[src/hw/ufc_pkg.sv]
package ufc_pkg;
   // ----------------------------------------------------------------
   // Register byte offsets
   // ----------------------------------------------------------------
   localparam logic [11:0] OFF_EVENT_FLAGS = 12'h000;
   localparam logic [11:0] OFF_EVENT_MASK = 12'h004;
   localparam logic [11:0] OFF_LINK_CONTROL = 12'h008;
   localparam logic [11:0] OFF_NODE_ID = 12'h00C;
   localparam logic [11:0] OFF_LAST_XFER = 12'h010;
   localparam logic [11:0] OFF_FAULT_KIND = 12'h014;
   localparam logic [11:0] OFF_CONTROL_PIPE = 12'h018;

   // ----------------------------------------------------------------
   // Reset values
   // ----------------------------------------------------------------
   localparam logic [7:0] RST_LINK_CONTROL = 8'h06;
   localparam logic [7:0] RST_ZERO = 8'h00;

   // ----------------------------------------------------------------
   // Bit positions
   // ----------------------------------------------------------------
   localparam int EV_CTR = 7;
   localparam int EV_SOVR = 5;
   localparam int EV_ERR = 4;
   localparam int EV_SUSP = 3;
   localparam int EV_SUSPEND_EXIT_EVENT = 2;
   localparam int EV_RESET = 1;
   localparam int EV_SOF = 0;
   localparam logic [7:0] EV_VALID_MASK = 8'hBF;
   localparam int LC_RESUME_SEEN = 7;
   localparam int LC_BUS_RESET_SEEN = 6;
   localparam int LC_RESUME = 3;
   localparam int LC_REGULATOR_OFF = 2;
   localparam int LC_FORCED_SLEEP = 1;
   localparam int LC_FORCE_RESET = 0;

   // ----------------------------------------------------------------
   // Handshake codes and PID tags
   // ----------------------------------------------------------------
   localparam logic [1:0] HS_DISABLED = 2'h0;
   localparam logic [1:0] HS_STALL = 2'h1;
   localparam logic [1:0] HS_NAK = 2'h2;
   localparam logic [1:0] HS_VALID = 2'h3;
   localparam logic [1:0] PID_OUT = 2'h0;
   localparam logic [1:0] PID_IN = 2'h2;
   localparam logic [1:0] PID_SETUP = 2'h3;

   // ----------------------------------------------------------------
   // Timing
   // ----------------------------------------------------------------
   localparam int CLK_PERIOD_NS = 10;
   localparam int REG_SETTLE_NS = 3000;
   localparam int REG_SETTLE_CYC =
      (REG_SETTLE_NS + CLK_PERIOD_NS - 1) / CLK_PERIOD_NS;

   // ----------------------------------------------------------------
   // Carriers
   // ----------------------------------------------------------------
   typedef struct packed {
      logic valid;       // One-cycle token report
      logic [6:0] node;  // Device number field of token
      logic [2:0] ep;    // Endpoint number
      logic [1:0] pid;   // Upper PID bits
   } ufc_token_s;

   typedef struct packed {
      logic ok;          // Transfer completed correctly
      logic ack_rx;      // ACK from host after our data
      logic data_ok;     // Data packet with matching toggle
      logic is_in;       // Direction of transfer
   } ufc_result_s;

   typedef struct packed {
      logic valid;       // One-cycle error report
      logic [2:0] code;  // Fault kind
   } ufc_fault_s;

   typedef struct packed {
      logic bus_reset;   // Reset sequence started on bus
      logic resume;      // Resume sequence started
      logic activity;    // Any bus activity
      logic idle_susp;   // Idle long enough for suspend
      logic sof;         // Start-of-frame token
   } ufc_line_s;
endpackage

[src/hw/ufc_ctrl.sv]
// Added by the designer: the register addresses and the APB interface to the registers.
`timescale 1ns/1ps
// What this block does
// - Interrupt when flag, mask set, global enabled
// - Event flags except CTR set by hardware, cleared by software; CTR tracks done bit and ep 1-5 transfer pulse
// - Bit 7 shows resume started during suspend
// - Bit 6 shows bus reset sequence started
// - Resume bit drives resume signalling on bus
// - Power-down turns regulator off; reset value 06h
// - Forced suspend; hardware clears on bus activity
// - Force reset holds interface; release raises reset
// - Seven-bit node number, cleared by bus reset
// - Capture upper PID bits of endpoint 0 token
// - Direction bit for endpoints 1 to 5
// - Endpoint number 0 to 5 in bits 2:0
// - Three-bit fault code values
// - Fault code loaded on error, zeroed on clear
// - Control pipe toggle and handshake fields cleared by bus reset; done bit kept
// - Done bit set per correct transfer, feeds CTR
// - Transmit toggle: set on SETUP, flips on ACK
// - Transmit handshake coding disabled/stall/nak/valid
// - Both handshake fields forced NAK after transfer
// - Receive toggle cleared at setup, flips on data
// - Receive handshake uses same coding
// - SETUP acknowledged when enabled, fields to NAK
module ufc_ctrl (
   input wire logic pclk,                   // Clock
   input wire logic presetn,                // Async reset, low
   input wire logic clk_en,                 // Freeze when low
   input wire logic psel,                   // APB select
   input wire logic penable,                // APB enable
   input wire logic pwrite,                 // APB direction
   input wire logic [11:0] paddr,           // APB address
   input wire logic [31:0] pwdata,          // APB write data
   output logic [31:0] prdata,              // APB read data
   output logic pready,                     // APB ready
   output logic pslverr,                    // APB error
   input wire logic cpu_irq_disable,        // Global disable bit
   input wire ufc_pkg::ufc_line_s line_in,  // Bus line events
   input wire ufc_pkg::ufc_token_s token_in, // Decoded token
   input wire ufc_pkg::ufc_result_s result_in, // Transaction result
   input wire ufc_pkg::ufc_fault_s fault_in, // Error report
   input wire logic [2:0] other_ep_done,    // Ep 1-5 number done
   input wire logic other_ep_valid,         // Ep 1-5 transfer done
   output logic irq,                        // Interrupt request
   output logic resume_drive,               // Drive resume on bus
   output logic regulator_off,              // Regulator disabled
   output logic suspended,                  // Interface suspended
   output logic iface_reset,                // Interface in reset
   output logic [1:0] ep0_handshake,        // Reply for ep0
   output logic ep0_reply_valid,            // One-cycle reply
   output logic ep0_toggle                  // Expected data toggle
);
   // ----------------------------------------------------------------
   // State
   // ----------------------------------------------------------------
   logic [7:0] flags_q, flags_d;
   logic [7:0] mask_q;
   logic [7:0] lctl_q, lctl_d;
   logic [6:0] node_q;
   logic [7:0] last_q, last_d;
   logic [2:0] fault_q, fault_d;
   logic done_q, done_d;
   logic txtog_q, txtog_d;
   logic rxtog_q, rxtog_d;
   logic [1:0] txhs_q, txhs_d;
   logic [1:0] rxhs_q, rxhs_d;
   logic [2:0] cur_ep_q;
   logic [1:0] cur_pid_q;
   logic suspend_q;

   // ----------------------------------------------------------------
   // Bus decode
   // ----------------------------------------------------------------
   wire wr_acc = psel && penable && pwrite && clk_en;
   wire rd_acc = psel && !penable && !pwrite && clk_en;
   wire hit_flags = paddr == ufc_pkg::OFF_EVENT_FLAGS;
   wire hit_mask = paddr == ufc_pkg::OFF_EVENT_MASK;
   wire hit_lctl = paddr == ufc_pkg::OFF_LINK_CONTROL;
   wire hit_node = paddr == ufc_pkg::OFF_NODE_ID;
   wire hit_last = paddr == ufc_pkg::OFF_LAST_XFER;
   wire hit_fault = paddr == ufc_pkg::OFF_FAULT_KIND;
   wire hit_pipe = paddr == ufc_pkg::OFF_CONTROL_PIPE;
   wire hit_any = hit_flags | hit_mask | hit_lctl | hit_node |
      hit_last | hit_fault | hit_pipe;
   wire [7:0] wd = pwdata[7:0];
   wire wr_flags = wr_acc && hit_flags;
   wire wr_lctl = wr_acc && hit_lctl;
   wire wr_pipe = wr_acc && hit_pipe;

   // ----------------------------------------------------------------
   // Interface reset and token qualification
   // ----------------------------------------------------------------
   wire force_interface_reset = lctl_q[ufc_pkg::LC_FORCE_RESET];
   wire usb_rst = line_in.bus_reset || force_interface_reset;
   wire force_interface_reset_release = wr_lctl && force_interface_reset &&
      !wd[ufc_pkg::LC_FORCE_RESET];
   wire tok_mine = token_in.valid && !usb_rst &&
      token_in.node == node_q;
   wire tok_ep0 = tok_mine && token_in.ep == 3'h0;
   wire is_setup = token_in.pid == ufc_pkg::PID_SETUP;
   wire [1:0] dir_hs = (token_in.pid == ufc_pkg::PID_IN) ?
      txhs_q : rxhs_q;
   // Disabled pipe ignores everything; SETUP overrides stall/nak
   wire [1:0] reply_hs = (dir_hs == ufc_pkg::HS_DISABLED &&
      !(is_setup && (txhs_q != ufc_pkg::HS_DISABLED ||
      rxhs_q != ufc_pkg::HS_DISABLED))) ? ufc_pkg::HS_DISABLED :
      is_setup ? ufc_pkg::HS_VALID : dir_hs;
   wire ep0_ok = result_in.ok && cur_ep_q == 3'h0;
   wire ctr_ev = ep0_ok || other_ep_valid;

   // ----------------------------------------------------------------
   // Event flags
   // ----------------------------------------------------------------
   logic [7:0] set_ev;
   always_comb begin
      set_ev = 8'h00;
      set_ev[ufc_pkg::EV_SOVR] = ep0_ok && done_q &&
         cur_pid_q == ufc_pkg::PID_SETUP;
      set_ev[ufc_pkg::EV_ERR] = fault_in.valid;
      set_ev[ufc_pkg::EV_SUSP] = line_in.idle_susp && !suspend_q;
      set_ev[ufc_pkg::EV_SUSPEND_EXIT_EVENT] = suspend_q && line_in.activity;
      set_ev[ufc_pkg::EV_RESET] = line_in.bus_reset || force_interface_reset_release;
      set_ev[ufc_pkg::EV_SOF] = line_in.sof;
   end
   // Write zero clears all but CTR; a set in the same cycle wins
   wire [7:0] clr_ev = wr_flags ? ~wd : 8'h00;
   always_comb begin
      flags_d = ((flags_q & ~clr_ev) | set_ev) &
         ufc_pkg::EV_VALID_MASK;
      flags_d[ufc_pkg::EV_CTR] = done_d || other_ep_valid;
   end

   // ----------------------------------------------------------------
   // Link control
   // ----------------------------------------------------------------
   always_comb begin
      lctl_d = lctl_q;
      if (wr_lctl) begin
         lctl_d[3:0] = wd[3:0];
      end
      lctl_d[5:4] = 2'h0;
      if (line_in.activity && suspend_q) begin
         lctl_d[ufc_pkg::LC_FORCED_SLEEP] = 1'b0;
      end
      if (line_in.resume && suspend_q) begin
         lctl_d[ufc_pkg::LC_RESUME_SEEN] = 1'b1;
      end else if (wr_lctl && !wd[ufc_pkg::LC_RESUME_SEEN]) begin
         lctl_d[ufc_pkg::LC_RESUME_SEEN] = 1'b0;
      end
      if (line_in.bus_reset) begin
         lctl_d[ufc_pkg::LC_BUS_RESET_SEEN] = 1'b1;
      end else if (wr_lctl && !wd[ufc_pkg::LC_BUS_RESET_SEEN]) begin
         lctl_d[ufc_pkg::LC_BUS_RESET_SEEN] = 1'b0;
      end
   end

   // ----------------------------------------------------------------
   // Transfer info and fault code
   // ----------------------------------------------------------------
   always_comb begin
      last_d = last_q;
      if (ep0_ok && !set_ev[ufc_pkg::EV_SOVR]) begin
         last_d[7:6] = cur_pid_q;
         last_d[2:0] = 3'h0;
      end else if (other_ep_valid) begin
         last_d[5] = result_in.is_in;
         last_d[2:0] = other_ep_done;
      end
      last_d[4:3] = 2'h0;
      fault_d = fault_q;
      if (fault_in.valid) begin
         fault_d = fault_in.code;
      end else if (!flags_d[ufc_pkg::EV_ERR]) begin
         fault_d = 3'h0;
      end
   end

   // ----------------------------------------------------------------
   // Control pipe
   // ----------------------------------------------------------------
   always_comb begin
      done_d = done_q;
      txtog_d = txtog_q;
      rxtog_d = rxtog_q;
      txhs_d = txhs_q;
      rxhs_d = rxhs_q;
      if (wr_pipe) begin
         done_d = done_q & wd[7];
         txtog_d = wd[6];
         txhs_d = wd[5:4];
         rxtog_d = wd[2];
         rxhs_d = wd[1:0];
      end
      if (tok_ep0 && is_setup && reply_hs != ufc_pkg::HS_DISABLED) begin
         txtog_d = 1'b1;
         rxtog_d = 1'b0;
         txhs_d = ufc_pkg::HS_NAK;
         rxhs_d = ufc_pkg::HS_NAK;
      end
      if (cur_ep_q == 3'h0 && result_in.ack_rx) begin
         txtog_d = ~txtog_q;
      end
      if (cur_ep_q == 3'h0 && result_in.data_ok) begin
         rxtog_d = ~rxtog_q;
      end
      if (ep0_ok) begin
         done_d = 1'b1;
         txhs_d = ufc_pkg::HS_NAK;
         rxhs_d = ufc_pkg::HS_NAK;
      end
      if (usb_rst) begin
         txtog_d = 1'b0;
         txhs_d = ufc_pkg::HS_DISABLED;
         rxtog_d = 1'b0;
         rxhs_d = ufc_pkg::HS_DISABLED;
      end
   end

   // ----------------------------------------------------------------
   // Read mux
   // ----------------------------------------------------------------
   wire [7:0] pipe_rd = {done_q, txtog_q, txhs_q, 1'b0, rxtog_q,
      rxhs_q};
   wire [7:0] rd_byte = hit_flags ? flags_q :
      hit_mask ? mask_q :
      hit_lctl ? lctl_q :
      hit_node ? {1'b0, node_q} :
      hit_last ? last_q :
      hit_fault ? {5'h00, fault_q} :
      hit_pipe ? pipe_rd : 8'h00;
   wire irq_d = |(flags_q & mask_q) && !cpu_irq_disable;

   // ----------------------------------------------------------------
   // Registers
   // ----------------------------------------------------------------
   always_ff @(posedge pclk or negedge presetn) begin
      if (!presetn) begin
         flags_q <= ufc_pkg::RST_ZERO;
         mask_q <= ufc_pkg::RST_ZERO;
         lctl_q <= ufc_pkg::RST_LINK_CONTROL;
         node_q <= 7'h00;
         last_q <= ufc_pkg::RST_ZERO;
         fault_q <= 3'h0;
         done_q <= 1'b0;
         txtog_q <= 1'b0;
         rxtog_q <= 1'b0;
         txhs_q <= ufc_pkg::HS_DISABLED;
         rxhs_q <= ufc_pkg::HS_DISABLED;
         cur_ep_q <= 3'h7;
         cur_pid_q <= ufc_pkg::PID_OUT;
         suspend_q <= ufc_pkg::RST_LINK_CONTROL[ufc_pkg::LC_FORCED_SLEEP];
      end else if (clk_en) begin
         flags_q <= flags_d;
         lctl_q <= lctl_d;
         last_q <= last_d;
         fault_q <= fault_d;
         done_q <= done_d;
         txtog_q <= txtog_d;
         rxtog_q <= rxtog_d;
         txhs_q <= txhs_d;
         rxhs_q <= rxhs_d;
         suspend_q <= lctl_d[ufc_pkg::LC_FORCED_SLEEP];
         if (wr_acc && hit_mask) begin
            mask_q <= wd & ufc_pkg::EV_VALID_MASK;
         end
         if (usb_rst) begin
            node_q <= 7'h00;
         end else if (wr_acc && hit_node) begin
            node_q <= wd[6:0];
         end
         if (tok_mine) begin
            cur_ep_q <= token_in.ep;
            cur_pid_q <= token_in.pid;
         end
      end
   end

   // ----------------------------------------------------------------
   // Outputs from flip-flops
   // ----------------------------------------------------------------
   always_ff @(posedge pclk or negedge presetn) begin
      if (!presetn) begin
         prdata <= 32'h0000_0000;
         pready <= 1'b0;
         pslverr <= 1'b0;
         irq <= 1'b0;
         resume_drive <= 1'b0;
         regulator_off <= 1'b1;
         suspended <= 1'b1;
         iface_reset <= 1'b0;
         ep0_handshake <= ufc_pkg::HS_DISABLED;
         ep0_reply_valid <= 1'b0;
         ep0_toggle <= 1'b0;
      end else if (clk_en) begin
         pready <= psel && !penable;
         pslverr <= psel && !penable && !hit_any;
         if (rd_acc) begin
            prdata <= {24'h000000, rd_byte};
         end
         irq <= irq_d;
         resume_drive <= lctl_d[ufc_pkg::LC_RESUME];
         regulator_off <= lctl_d[ufc_pkg::LC_REGULATOR_OFF];
         suspended <= lctl_d[ufc_pkg::LC_FORCED_SLEEP];
         iface_reset <= lctl_d[ufc_pkg::LC_FORCE_RESET];
         ep0_reply_valid <= tok_ep0 && reply_hs != ufc_pkg::HS_DISABLED;
         ep0_handshake <= reply_hs;
         // A SETUP data stage always starts on DATA0
         ep0_toggle <= (token_in.pid == ufc_pkg::PID_IN) ? txtog_q :
            (is_setup ? 1'b0 : rxtog_q);
      end
   end
endmodule // ufc_ctrl

[config.mk]
export PLATFORM = sky130hd
export DESIGN_NAME = ufc_ctrl
export DESIGN_NICKNAME = d
export VERILOG_FILES = /design/src/hw/ufc_pkg.sv /design/src/hw/ufc_ctrl.sv
export SDC_FILE = /design/constraint.sdc
export NUM_CORES = 1
export LEC_CHECK = 0
export ABC_AREA = 1
export BUFFER_PORTS_ARGS = -buffer_cell sky130_fd_sc_hd__buf_2
export CAP_MARGIN = 40
export CELL_PAD_IN_SITES_DETAIL_PLACEMENT = 0
export CELL_PAD_IN_SITES_GLOBAL_PLACEMENT = 1
export CORE_MARGIN = 4
export CORE_UTILIZATION = 31
export CTS_CLUSTER_DIAMETER = 120
export CTS_CLUSTER_SIZE = 28
export DETAILED_ROUTE_END_ITERATION = 10
export PLACE_DENSITY = 0.7
export REMOVE_ABC_BUFFERS = 1
export SLEW_MARGIN = 20
export SYNTH_ARGS = -nofsm -noshare
export SYNTH_HDL_FRONTEND = slang
export SYNTH_SLANG_ARGS = --single-unit
[constraint.sdc]
create_clock -name pclk -period 3.37 [get_ports pclk]
set_input_delay 0.337 -clock pclk [delete_from_list [all_inputs] [get_ports pclk]]
set_output_delay 0.337 -clock pclk [all_outputs]
set_load 0.005 [all_outputs]
==> results of run 1 <==
[flip-flops by register name, indices dropped and copies added, names as in the netlist]
register / cells
cur_pid_q: 2
node_q: 7
lctl_q: 5
fault_q: 3
pready: 1
mask_q: 7
ep0_toggle: 1
txtog_q: 1
done_q: 1
irq: 1
cur_ep_q: 3
flags_q: 7
rxtog_q: 1
last_q: 6
pslverr: 1
ep0_handshake: 2
ep0_reply_valid: 1
rxhs_q: 2
prdata: 8
txhs_q: 2
resume_drive: 1
[what timing repair did]
action	in CTS	in global routing
gates resized for setup	0	0
hold buffers	1	0
setup endpoints to repair	0	0
hold endpoints to repair	18	0
[layout make-up]
cell class              instances  share of cell area
clock buffers                  14              0.0569
well taps                     143              0.0401
flip-flops and latches         63               0.355
multi-input cells             357               0.394
repair buffers                 80              0.0931
clock inverters                 2             0.00224
inverters                      69              0.0592
[worst paths after layout]
| check | endpoint | depth (start not counted) |
|---|---|---|
| worst max-delay path | txhs_q[1] | 10 |
| worst min register to register | cur_ep_q[2] | 2 |
| min in group asynchronous | prdata[5] | 2 |
| worst max register to register | txhs_q[1] | 10 |
| worst min-delay path | flags_q[0] | 3 |
| max in group asynchronous | cur_ep_q[1] | 3 |
[power groups by stage]
stage	clock, µW	sequential [µW]	combinational (µW)
after floorplan	0	866	153
after global placement	0	881	272
after detailed placement	0	883	277
after CTS	844	870	279
after global routing	879	877	318
final	824	870	276
[stage by stage]
| step | area, µm² | cells |
|---|---|---|
| final | 4460 | 728 |
| after CTS | 4460 | 728 |
| after global routing | 4460 | 728 |
| after detailed placement | 4190 | 711 |
| after global placement | 4190 | 711 |
| after floorplan | 3600 | 489 |
[critical path, delay by kind of cell, from the launching register on]
family,cells,cell delay [ns]
compound gates,2,0.24
buf+inv,1,0.21
flops,1,0.47
simple gates,7,1.14
[routing by layer]
metal,part of all wire,vias to the layer above
met2,0.44,113
met3,0.059,13
met4,0.011,0
met1,0.49,1660
li1,-,1727
met5,0,-
[synthesized netlist by cell type (2+ instances only)]
master	count	share of area
dfstp_2	5	0.035
buf_4	24	0.048
nor2_2	6	0.010
or2_2	3	0.0050
a21oi_1	6	0.0081
clkbuf_1	2	0.0020
o21ai_0	50	0.067
mux2_2	2	0.0060
dfrtp_1	58	0.39
inv_1	60	0.060
clkinv_1	2	0.0020
nor3_1	5	0.0067
nor2_1	22	0.022
buf_2	2	0.0027
o2111ai_1	2	0.0047
o21ai_1	4	0.0054
nand3_1	51	0.068
nand3_4	2	0.0094
nand2_1	138	0.14
inv_2	6	0.0060
a211oi_1	2	0.0040
nor2_4	5	0.015
a22o_1	2	0.0047
o221ai_1	2	0.0047
mux2_4	2	0.0081
nand4_1	9	0.015
nand2_2	5	0.0084
nand3b_1	2	0.0040
[cells by family after synthesis]
| family | share of synthesized area |
|---|---|
| flip-flops | 0.424 |
| buffers and inverters | 0.128 |
| AND/OR/NAND/NOR | 0.321 |
| multiplexers | 0.0141 |
| other | 0.00101 |
| AO/OA/AOI/OAI | 0.111 |
==> key figures, run 1 <==
Synth
  – Cell count after synthesis: slightly below 500
  – Post-synth EDFFs: 0
  – Syn_area_per_cell: between 7 and 8 µm²
  – Mapped Area: 3730 µm²
  – Synth Warn #: 0
  – Post-synth top flop: dfrtp_1
  – Sequential area share after synthesis: 0.424
  – Post-synthesis async set-or-reset flop share: 1.00
  – Post-synthesis register bit count: between 60 and 70
  – Cell variety after synth: between 40 and 50

GRT
  – Number of global-route vias before repair: 3394
  – Antenna violations before repair: 0
  – M1 GR Usage: 0.234
  – Met2 GRT Util: 0.244
  – Global router's overall resource usage: 0.162
  – Routing usage on met3: 0.0389
  – Grt ovf: 0
  – Largest net degree at the start of global routing: 33
  – Wire length of the first global-routing pass: around 18000 µm
  – GR peak layer: met2

Timing
  – Period utilisation layout: 0.640
  – Post-Route Setup TNS: 0 ns
  – Final Hold Viols: 0
  – Slew at the pin with the worst max-slew slack: ~0.52 ns
  – Setup Viol. Count Final: 0
  – Setup ws final: about 1.2 ns
  – RSZ-0062 raised after global routing: false
  – Final clock skew: 0.00693 ns
  – Max Clk Rate: 464 MHz
  – Slew headroom: 0.652
  – Final hold slack: 0.217 ns
  – Final min period: ~2.2 ns
  – Slew Viols, Final: 0

Placement
  – HPWL after DPL: 8920 µm
  – GPL Wtd Cong: about 0.95
  – Place WS: 1.29 ns
  – Port buffer count: between 70 and 80

Die
  – IO Count: approximately 120
  – Floorplan row count: 39
  – Die height: approximately 120 µm
  – Die footprint: between 10000 and 15000 µm²
  – CORE AREA: 11600 µm²
  – Initial Utilization: 0.321
  – Die Span X: between 100 and 150 µm

Power and ir drop
  – Logic pwr share: 0.140
  – P per Cell Area: around 440 nW/µm²
  – Internal Power: ~1400 µW
  – Worst VDD drop: ~250 µV
  – Leak pwr: ~0.0023 µW
  – Total Power: 1970 µW
  – Net Sw Frac: 0.271
  – Sequential power share: 0.442
  – NetSw: around 530 µW
  – Clock network power share: 0.418

Worst setup path
  – Slowest CP cell: dfrtp_1
  – Crit Path Category: reg -> reg
  – WP data required: around 3.6 ns
  – Critical path endpoint category: register
  – Critical Path Most Common Cell: nand2_1
  – Startpoint Class: register
  – FF-to-FF Start: lctl_q[0]
  – Crit path from: lctl_q[0]
  – Delay of the slowest cell on the worst path: about 0.47 ns
  – Worst path cell trace: nor2_4 > buf_4 > nand2_1 > nor2_1 > nand2_1 > nor2_1 > nand4_2 > nand2_1 > o21ai_0 > o21ai_1
  – Reg-to-reg slack, setup: about 1.2 ns
  – Crit path DAT: roughly 2.4 ns
  – Crit Path Max Fanout: 14

Finish
  – # fillers: roughly 1200
  – Nets: between 600 and 700
  – Area of the multi-input gates: between 1500 and 2000 µm²
  – Ant. Diodes: 0
  – Register Area: around 1600 µm²
  – Commonest non-fill, non-tap cells in the layout: nand2_1 (138), buf_2 (75), inv_1 (60)
  – Layout area overhead: 19.6%
  – Final core utilization: 0.384
  – Share of cells above drive strength 1: 0.227
  – Most common cell after layout, fill and taps aside: nand2_1

Detailed routing
  – Detailed-route DRC error count: 0
  – WL/cell: around 15 µm
  – DRT Pass-1 Iters: 4
  – Final wirelength: about 11000 µm
  – Via count: roughly 3500
  – Vias/cell: 4.83
  – DRT antenna net count: 0
  – Initial drt markers: around 180

Clocking
  – Num CTS Buffers: 9
  – Setup Buffers After CTS: 0
  – Clk_lat worst skew: approximately 0.33 ns
  – Clock Path Buffers: 2
  – Clock-pin slew on the worst setup and hold paths: 0.05 ns
  – Clock H-tree levels: 3
  – Clk root buf: clkbuf_16
  – Clock sink total: 63
  – CTS tree: done

Min path
  – Hold_sp: line_in[0]
  – Worst hold path class: in -> reg

Run
  – Max Cap Viol: 0

Run status
  – Outcome: finished clean
Note: power is estimated with default switching activity, not from simulation.
==> inputs of run 2 (changes only) <==
Settings changed: PLACE_DENSITY 0.7 to 0.73.
Clock period 3.37 ns to 1.83 ns, I/O delays scaled along.
==> run 2 against run 1 <==
Compared with the run above:
- total power is 90% higher
- combinational power is 93% higher
- setup slack worse by 1.1 ns
- via count is 0.85% higher
- worst hold slack worse by 0.13 ns
- clock skew hardly changed
- critical endpoint is now cur_pid_q[0]
- sequential power is 84% higher
- register-to-register slack worse by 1.1 ns
==> key figures, run 2 (same netlist as run 1, synthesis figures left out) <==
Finish
  – Most common cell after layout, fill and taps aside: nand2_1
  – Ant. Diodes: 0 (unchanged)
  – Share of cells above drive strength 1: 0.250 (+0.0222)
  – Layout area overhead: 23.3%
  – Number of flip-flops in the largest register: 8 (unchanged)
  – Final Non-Filler Cells: 740 (+1.6%)
  – Nets: 673 (+1.8%)
  – Commonest non-fill, non-tap cells in the layout: nand2_1 (138), buf_2 (75), inv_1 (60)
  – Largest Register: prdata

Worst setup path
  – WP data required: 2.03 ns (-1.58 ns)
  – Reg-to-reg slack, setup: 0.11 ns (-1.10 ns)
  – Critical path endpoint category: register
  – Crit path DAT: 1.92 ns (-0.48 ns)
  – Startpoint Class: register
  – Crit Path Category: reg -> reg
  – R2R depth: 7 (-3)
  – Crit Path Max Fanout: 6 (-8)
  – Worst r2r dst: cur_pid_q[0]
  – FF-to-FF Start: lctl_q[0]

Timing
  – Final Hold Viols: 0 (unchanged)
  – Post-Route Setup TNS: 0 ns (unchanged)
  – Max Clk Rate: 583 MHz (+26%)
  – Final clock skew: 0.00685 ns (-0.0000763 ns)
  – Setup Viol. Count Final: 0 (unchanged)
  – Period utilisation layout: 0.938 (+0.298)
  – RSZ-0062 raised after global routing: false
  – Final min period: 1.72 ns (-0.439 ns)
  – Slew Viols, Final: 0 (unchanged)
  – Setup ws final: 0.113 ns (-1.10 ns)

Min path
  – Hold path cells: 3 (unchanged)
  – Worst hold path class: in -> reg
  – Hold_sp: line_in[0]
  – Min-Delay Endpoint: flags_q[0]

GRT
  – Antenna violations before repair: 0 (unchanged)
  – Largest net degree at the start of global routing: 35 (+6.1%)
  – Number of global-route vias before repair: 3431 (+1.1%)
  – Wire length of the first global-routing pass: 18500 µm (+2.4%)
  – Grt ovf: 0 (unchanged)
  – Global router's overall resource usage: 0.168 (+0.00538)

Run
  – Max Cap Viol: 0 (unchanged)

Placement
  – Place WS: 0.128 ns (-1.16 ns)
  – GPL Wtd Cong: 0.915 (-4.2%)
  – HPWL after DPL: 9240 µm (+3.7%)
  – Placed instance count: 721 (+1.4%)
  – Port buffer count: 75 (unchanged)

Power and ir drop
  – Worst VDD drop: 561 µV (+120%)
  – Leak pwr: 0.00240 µW (+3.5%)
  – Total Power: 3750 µW (+90%)
  – P per Cell Area: 815 nW/µm² (+85%)

Detailed routing
  – WL/cell: 15.6 µm (+1.5%)
  – DRT Pass-1 Iters: 6 (+2)
  – Met3 WL: 682 µm (+3.0%)
  – Vias/cell: 4.79 (-0.78%)
  – DR top layer: met4
  – DRT antenna net count: 0 (unchanged)
  – Metal-1 WL: 5580 µm (+2.3%)
  – Detailed-route DRC error count: 0 (unchanged)
  – Met2 Routed Length: 5110 µm (+3.4%)
  – Initial drt markers: 175 (-0.57%)
  – Via count: 3543 (+0.85%)
  – Final wirelength: 11500 µm (+3.1%)

Die
  – CORE AREA: 11600 µm² (unchanged)
  – Die Span X: 118 µm (unchanged)
  – Floorplan row count: 39 (unchanged)
  – Die footprint: 13800 µm² (unchanged)
  – IO Count: 124 (unchanged)
  – Initial Utilization: 0.321 (unchanged)
  – Die height: 118 µm (unchanged)

Clocking
  – Num CTS Buffers: 9 (unchanged)
  – Clock-pin slew on the worst setup and hold paths: 0.05 ns (about the same)
  – Clock H-tree levels: 3 (unchanged)
  – Clock sink total: 63 (unchanged)
  – Clk_lat worst skew: 0.32 ns (about the same)
  – CTS tree: done
  – Clock Path Buffers: 2 (unchanged)
  – Clk root buf: clkbuf_16

Run status
  – Outcome: finished clean
[run 2: area by class of cell]
type	count	area [µm²]
clock buffer	13	270
clock inverter	3	17.5
fill	1222	7020
inverter	69	264
multi-input combinational	357	1760
sequential	63	1580
tap	143	179
timing repair buffer	92	518
[run 2: worst max-delay path, cell delays in order, from the launching register on]
cell	delay (ns)
dfrtp_1	0.42
nor2_4	0.14
nand2_1	0.07
nor4_1	0.25
and3_1	0.36
nand2_1	0.20
nand2_1	0.09
o21ai_0	0.07
[run 2: timing repair]
item,in CTS,in global routing
hold buffers,1,0
endpoints found under the hold margin,10,0
setup endpoints to repair,0,5
gates resized for setup,0,2
setup buffers,0,2
[run 2: per-stage QoR]
step | cell area [µm²] | hold slack [ns] | utilization
global route | 4600 | 0.0972 | 0.396
floorplan | 3600 | -0.113 | -
detailed placement | 4270 | 0.0893 | 0.368
CTS | 4570 | 0.0759 | 0.394
global placement | 4270 | 0.0865 | 0.368
finish | 4600 | 0.0824 | 0.396
[run 2: worst max-delay path by stage]
stage,start,end,slack (ns)
2_1_floorplan,lctl_q[0],txhs_q[0],0.24
3_3_place_gp,paddr[11],flags_q[3],0.14
3_5_place_dp,lctl_q[0],txhs_q[0],0.13
4_1_cts,lctl_q[0],txhs_q[0],0.11
5_1_grt,lctl_q[0],cur_pid_q[0],0.003
6_report,lctl_q[0],cur_pid_q[0],0.11
[run 2: power by group]
group / leakage [µW] / total, µW / switching [µW] / internal, µW
sequential: 0.000787 / 1600 / 88.4 / 1510
combinational: 0.00147 / 534 / 333 / 201
clock: 0.000142 / 1610 / 587 / 1020
total: 0.00240 / 3750 / 1010 / 2740
[run 2: layer usage]
metal / global-route usage / vias up
li1: - / 1759
met1: 0.244 / 1625
met2: 0.255 / 142
met3: 0.0375 / 17
met4: 0.0374 / 0
met5: 0 / -
